File: src/design/music_msg_pkg.sv
// Constants for the music message builder
package music_msg_pkg;
  // Message kinds
  typedef enum logic [2:0] {
    KIND_NOTE_ON = 3'h0,
    KIND_NOTE_OFF = 3'h1,
    KIND_CONTROL = 3'h2,
    KIND_PAIRED_CONTROL = 3'h3,
    KIND_PROGRAM = 3'h4,
    KIND_PITCH_BEND = 3'h5
  } msg_kind_e;
  // Status nibbles
  localparam logic [3:0] STAT_NOTE_ON = 4'h9;
  localparam logic [3:0] STAT_NOTE_OFF = 4'h8;
  localparam logic [3:0] STAT_CONTROL = 4'hB;
  localparam logic [3:0] STAT_PROGRAM = 4'hC;
  localparam logic [3:0] STAT_PITCH = 4'hE;
  // Paired controller offset and value scaling
  localparam logic [6:0] PAIR_OFFSET = 7'h20;
  localparam int VAL_W = 16;
  localparam logic [VAL_W-1:0] VAL_FULL = 16'hFFFF;
  localparam logic [13:0] MAX14 = 14'h3FFF;
  localparam logic [6:0] MAX7 = 7'h7F;
  localparam int MAX_BYTES = 6;
endpackage

File: src/design/music_message_send.sv
// Music message framer with two-entry output buffer
`timescale 1ns/10ps
//////////////////////////////////////////////////////////////////////////////
//////////////////////////////////////////////////////////////////////////////
module music_message_send
  import music_msg_pkg::*;
(
  input wire logic clk,
  input wire logic rst_n,
  input wire logic req_valid,
  output logic req_ready,
  input wire logic [2:0] req_kind,
  input wire logic [4:0] req_channel,
  input wire logic [6:0] req_number,
  input wire logic [VAL_W-1:0] req_value,
  input wire logic show_running,
  input wire logic music_mode,
  output logic req_dropped,
  output logic [7:0] out_byte,
  output logic out_valid,
  input wire logic out_ready
);

  typedef enum logic [0:0] {
    ST_IDLE = 1'b0,
    ST_SEND = 1'b1
  } state_e;

  logic rst_meta_reg;
  logic rst_sync_reg;
  logic rst_ok_n;

  // Reset release through two flops
  always_ff @(posedge clk or negedge rst_n) begin
    if (!rst_n) begin
      rst_meta_reg <= 1'b0;
      rst_sync_reg <= 1'b0;
    end else begin
      rst_meta_reg <= 1'b1;
      rst_sync_reg <= rst_meta_reg;
    end
  end
  assign rst_ok_n = rst_sync_reg;

  //////////////////////////////////////////////////////////////////////////////
  // Value scaling: round(v * max / 65535), computed as (v*max + 32767) / 65535
  function automatic logic [13:0] scale(input logic [VAL_W-1:0] v, input logic [13:0] mx);
    logic [31:0] prod;
    prod = 32'(v) * 32'(mx) + 32'(VAL_FULL >> 1);
    return 14'(prod / 32'(VAL_FULL));
  endfunction

  //////////////////////////////////////////////////////////////////////////////
  // Framer state
  state_e state_reg, state_next;
  logic [7:0] msg_reg [MAX_BYTES];
  logic [7:0] msg_next [MAX_BYTES];
  logic [2:0] len_reg, len_next;
  logic [2:0] idx_reg, idx_next;
  logic req_ready_reg, req_ready_next;
  logic dropped_reg, dropped_next;
  logic push;
  logic buf_ready;
  logic [3:0] chan;
  logic [6:0] v7;
  logic [13:0] v14;
  logic [7:0] ctrl_stat;
  logic accept;

  assign chan = 4'(req_channel - 5'h01);
  assign v7 = 7'(scale(req_value, 14'(MAX7)));
  assign v14 = scale(req_value, MAX14);
  assign ctrl_stat = {STAT_CONTROL, chan};
  assign accept = req_valid && req_ready_reg;
  assign push = (state_reg == ST_SEND) && buf_ready;

  // Next framer values
  always_comb begin
    state_next = state_reg;
    len_next = len_reg;
    idx_next = idx_reg;
    dropped_next = 1'b0;
    for (int i = 0; i < MAX_BYTES; i++) begin
      msg_next[i] = msg_reg[i];
    end
    if (accept) begin
      if (!show_running || !music_mode || req_kind > 3'(KIND_PITCH_BEND)) begin
        dropped_next = 1'b1;
      end else begin
        state_next = ST_SEND;
        idx_next = 3'h0;
        unique case (msg_kind_e'(req_kind))
          KIND_NOTE_ON, KIND_NOTE_OFF: begin
            msg_next[0] = {(req_kind == 3'(KIND_NOTE_ON)) ? STAT_NOTE_ON : STAT_NOTE_OFF, chan};
            msg_next[1] = {1'b0, req_number};
            msg_next[2] = {1'b0, v7};
            len_next = 3'h3;
          end
          KIND_CONTROL: begin
            msg_next[0] = ctrl_stat;
            msg_next[1] = {1'b0, req_number};
            msg_next[2] = {1'b0, v7};
            len_next = 3'h3;
          end
          KIND_PAIRED_CONTROL: begin
            msg_next[0] = ctrl_stat;
            msg_next[1] = {3'b000, req_number[4:0]};
            msg_next[2] = {1'b0, v14[13:7]};
            msg_next[3] = ctrl_stat;
            msg_next[4] = {1'b0, 7'({2'b00, req_number[4:0]}) + PAIR_OFFSET};
            msg_next[5] = {1'b0, v14[6:0]};
            len_next = 3'h6;
          end
          KIND_PROGRAM: begin
            msg_next[0] = {STAT_PROGRAM, chan};
            msg_next[1] = {1'b0, req_number};
            len_next = 3'h2;
          end
          KIND_PITCH_BEND: begin
            msg_next[0] = {STAT_PITCH, chan};
            msg_next[1] = {1'b0, v14[6:0]};
            msg_next[2] = {1'b0, v14[13:7]};
            len_next = 3'h3;
          end
          default: begin
            len_next = 3'h0;
          end
        endcase
      end
    end else if (push) begin
      idx_next = idx_reg + 3'h1;
      if (idx_reg + 3'h1 == len_reg) begin
        state_next = ST_IDLE;
      end
    end
    req_ready_next = (state_next == ST_IDLE) && !accept;
  end

  // Framer registers
  always_ff @(posedge clk or negedge rst_ok_n) begin
    if (!rst_ok_n) begin
      state_reg <= ST_IDLE;
      len_reg <= 3'h0;
      idx_reg <= 3'h0;
      req_ready_reg <= 1'b0;
      dropped_reg <= 1'b0;
      for (int i = 0; i < MAX_BYTES; i++) begin
        msg_reg[i] <= 8'h00;
      end
    end else begin
      state_reg <= state_next;
      len_reg <= len_next;
      idx_reg <= idx_next;
      req_ready_reg <= req_ready_next;
      dropped_reg <= dropped_next;
      for (int i = 0; i < MAX_BYTES; i++) begin
        msg_reg[i] <= msg_next[i];
      end
    end
  end
  assign req_ready = req_ready_reg;
  assign req_dropped = dropped_reg;

  //////////////////////////////////////////////////////////////////////////////
  // Two-entry output buffer; head entry drives the outputs
  logic [7:0] buf_reg [2];
  logic [7:0] buf_next [2];
  logic [1:0] cnt_reg, cnt_next;
  logic pop;
  logic out_valid_reg, out_valid_next;

  assign buf_ready = cnt_reg != 2'h2;
  assign pop = (cnt_reg != 2'h0) && out_ready;

  // Next buffer values
  always_comb begin
    buf_next[0] = buf_reg[0];
    buf_next[1] = buf_reg[1];
    cnt_next = cnt_reg;
    if (pop) begin
      buf_next[0] = buf_reg[1];
    end
    if (push) begin
      buf_next[2'(cnt_reg - (pop ? 2'h1 : 2'h0)) == 2'h0 ? 0 : 1] = msg_reg[idx_reg];
    end
    cnt_next = 2'(cnt_reg + (push ? 2'h1 : 2'h0) - (pop ? 2'h1 : 2'h0));
    out_valid_next = cnt_next != 2'h0;
  end

  // Buffer registers
  always_ff @(posedge clk or negedge rst_ok_n) begin
    if (!rst_ok_n) begin
      buf_reg[0] <= 8'h00;
      buf_reg[1] <= 8'h00;
      cnt_reg <= 2'h0;
      out_valid_reg <= 1'b0;
    end else begin
      buf_reg[0] <= buf_next[0];
      buf_reg[1] <= buf_next[1];
      cnt_reg <= cnt_next;
      out_valid_reg <= out_valid_next;
    end
  end
  assign out_byte = buf_reg[0];
  assign out_valid = out_valid_reg;
endmodule

File: config.mk
export PLATFORM = sky130hd
export DESIGN_NAME = music_message_send
export DESIGN_NICKNAME = d
export VERILOG_FILES = /design/src/design/music_msg_pkg.sv /design/src/design/music_message_send.sv
export SDC_FILE = /design/constraint.sdc
export NUM_CORES = 1
export LEC_CHECK = 0
export BUFFER_PORTS_ARGS = -buffer_cell sky130_fd_sc_hd__buf_2
export CAP_MARGIN = 40
export CORE_MARGIN = 8
export CORE_UTILIZATION = 36
export CTS_CLUSTER_SIZE = 30
export DETAILED_ROUTE_END_ITERATION = 16
export HOLD_SLACK_MARGIN = 0.08
export PLACE_DENSITY = 0.57
export SLEW_MARGIN = 20
export SYNTH_ARGS = -nofsm -noshare
export SYNTH_HDL_FRONTEND = slang
export SYNTH_SLANG_ARGS = --single-unit
File: constraint.sdc
create_clock -name clk -period 2.27 [get_ports clk]
set_clock_uncertainty 0.15 [all_clocks]
set_input_delay 0.1135 -clock clk [delete_from_list [all_inputs] [get_ports clk]]
set_output_delay 0.1135 -clock clk [all_outputs]
set_load 0.02 [all_outputs]
==> parameters.txt <==
Parameter                              Value

Logic synthesis
  Syn nets ... 3087
  YS warnings ... 0
  Cell count after synthesis ... 2765
  Synthesis-stage register bit count ... 69
  Number of distinct standard cells referenced by the synthesized netlist ... 130
  Mean instance size in the synthesized netlist ... 7.751 µm²
  Number of enable flip-flop cells after synthesis ... 0
  Post-synthesis instance area ... 21430 µm²
  Sequential cell area fraction in the yosys report ... 0.08057
  Most used flip-flop cell after synthesis ... dfrtp_1
  Share of async-settable or async-resettable flops after synthesis ... 1.000

Floorplanning
  Top Ports ... 48
  Die Outline Area ... 67600 µm²
  Die X-Extent ... 260.0 µm
  Core region area ... 58910 µm²
  FP Rows ... 89
  Floorplan die height ... 260.0 µm
  Starting utilization of the core area ... 0.3638

Route
  Number of DRC markers in iteration 0 ... 1486
  Total vias in the final route ... 26600
  Per-cell via count in the routed design ... 5.431
  Post-Route WL ... 88.26 mm
  1st-pass router iterations ... 5
  DRC errors left ... 0
  DRT antenna net count ... 0
  DR WL/cell ... 18.02 µm

GRT
  Global-route congestion overflow total ... 0
  Antenna violations before repair ... 4
  Number of global-route vias before repair ... 27540
  Global-route wire length before repair ... 141.7 mm
  Pin count of the biggest net entering global routing ... 29
  Overall routing resource usage ... 0.2530

Timing
  Final number of max-transition violations ... 0
  Final setup violation count ... 21
  Final worst path period need ... 18130 ps
  Hold Vio Cnt, Final ... 0
  Fin worst setup slack ... -15860 ps
  Fin Hold WS ... 97.85 ps
  Final Cycle Share ... 7.989
  Slew @ Worst Pin ... 672.6 ps
  RSZ-0062 raised after global routing ... yes
  Max-Slew Margin vs Limit ... 0.5469
  Highest clock frequency the design can meet ... 55.14 MHz

Clocking
  Source-to-sink clock delay at the later pin of the worst-skew pair ... 330 ps
  CTS H-Tree Depth ... 3
  Clock Path Buffers ... 2
  CTS tree ... yes
  Cell chosen for the clock root ... clkbuf_16
  Total CTS buffers ... 9
  CTS clk-pin slew, worst paths ... 60 ps
  Number of sinks handled by clock tree synthesis ... 69

Worst setup path
  Max stage delay on crit path ... 640 ps
  Critical path fanouts, max ... 7
  Crit path kind ... primary input to flip-flop
  Critical-path top delay cell ... fa_2
  Most frequent CP cell ... buf_4
  Worst Setup End Kind ... flip-flop
  Required arrival time at the worst endpoint ... 2390 ps
  Critical Path AT ... 18250 ps
  Kind of start point of the critical path ... primary input

Min path
  Path type of the worst min-delay path ... flip-flop to asynchronous set/reset pin

Layout
  Most frequent standard cell in the layout excluding fill and tap cells ... buf_4
  Fraction of layout instances using a drive strength above 1 ... 0.4756
  Final instance count without filler cells ... 4897
  Most frequent cells in the layout ... buf_4, nand2_1, inv_1
  Net count of the finished layout ... 4440
  Area growth from synthesis to final layout ... 67.17%

Job
  Count of max-cap constraint violations ... 0

Placed design
  HPWL after detailed placement ... 75.02 mm
  Port Buf Inserts ... 46
  Post-placement cell count ... 4745
  Pre-CTS worst setup slack ... -16960 ps
  Routability cong. ... 0.9482

Status
  Violations in the final reports ... setup timing
  Result of the run ... finished, violations left
==> layout make-up <==
cell class | count | area, µm²
clock inverter | 3 | 43.79
timing repair buffer | 1428 | 10820
inverter | 231 | 878.3
sequential | 69 | 1729
antenna | 1 | 2.502
fill | 5201 | 23080
clock buffer | 13 | 260.3
multi-input combinational | 2379 | 21120
tap | 773 | 967.2
==> per-layer routing <==
metal	vias to the layer above	GRT usage	routed length, µm
met5	-	0	20
li1	12870	-	-
met1	12970	0.3217	38400
met3	152	0.01900	3109
met4	2	0.06758	2542
met2	611	0.4563	44190
==> cell usage after synthesis, drive strengths merged (15+ instances only) <==
master / n / area [µm²]
and4: 16 / 145.1
a211o: 17 / 150.1
o21ai: 147 / 754.5
o211ai: 42 / 335.3
mux2i: 38 / 387.9
o22ai: 18 / 112.6
and2: 52 / 327.8
xor2: 62 / 543.0
nand2b: 23 / 143.9
or3: 26 / 167.7
nor3: 101 / 593.1
fa: 150 / 3003
clkbuf: 42 / 158.9
and3: 38 / 247.7
a31o: 15 / 131.4
nand4: 49 / 342.8
nor2: 211 / 799.5
or4: 20 / 161.4
a21oi: 173 / 899.6
o21bai: 26 / 195.2
ha: 135 / 1689
o31ai: 35 / 277.8
inv: 231 / 867.1
mux2: 17 / 195.2
or2: 35 / 219.0
a21o: 40 / 300.3
a211oi: 37 / 325.3
a21boi: 16 / 123.9
nor4: 45 / 397.9
o21a: 28 / 211.5
a31oi: 45 / 321.6
xnor2: 132 / 1164
buf: 44 / 257.8
nand2: 271 / 1020
o211a: 15 / 150.2
nand3: 84 / 430.4
dfrtp: 69 / 1727
==> worst paths after layout <==
check,startpoint,end,slack (ps),cells past startpoint
max reg2reg,req_ready$_DFF_PN0_,msg_reg[24]$_DFFE_PN0P_,-60,11
max in group asynchronous,rst_ok_n$_DFF_PN0_,msg_reg[2]$_DFFE_PN0P_,1200,1
min,rst_ok_n$_DFF_PN0_,msg_reg[43]$_DFFE_PN0P_,100,0
min in group clk,req_kind[0],len_reg[0]$_DFFE_PN0P_,110,4
max,req_value[6],msg_reg[32]$_DFFE_PN0P_,-15860,77
min reg2reg,rst_ok_n$_DFF_PN0_,msg_reg[43]$_DFFE_PN0P_,100,0
==> stage by stage <==
step / util / setup TNS (ps) / area [µm²]
6_report: 0.6082 / -249480 / 35830
5_1_grt: 0.6082 / -259570 / 35830
4_1_cts: 0.5917 / -244310 / 34850
3_5_place_dp: 0.5508 / -268660 / 32450
3_3_place_gp: 0.5508 / -263650 / 32450
2_1_floorplan: - / -237760 / 22340
==> timing repair <==
item | CTS | global route
endpoints found under the hold margin | 24 | 0
resized for setup | 262 | 128
setup buffers | 85 | 35
endpoints found under the setup margin | 21 | 22
hold buffers | 16 | 0
cloned | 0 | 1
pin swaps | 125 | 122
==> critical path: cells and delay by family <==
kind | cells | cell delay, ps
AND/OR/NAND/NOR | 24 | 6550
AO/OA/AOI/OAI | 25 | 5180
buffers and inverters | 15 | 2100
adder cells (fa/ha/maj) | 7 | 3160
XOR/XNOR | 3 | 440
multiplexers | 3 | 660
==> kinds of logic after synthesis <==
kind of cell | count (synthesis) | synth area share
muxes | 61 | 0.03351
buffers and inverters | 317 | 0.05990
DFF | 69 | 0.08057
AOI/OAI and AO/OA | 815 | 0.2741
adders and majority gates | 290 | 0.2213
other | 1 | 0.0001750
xor gates and xnor gates | 194 | 0.07963
and+or+nand+nor | 1018 | 0.2509
Power is left out: the tool's default activity adds up to more than one toggle a clock period on the data nets, which glitch-free logic cannot reach.
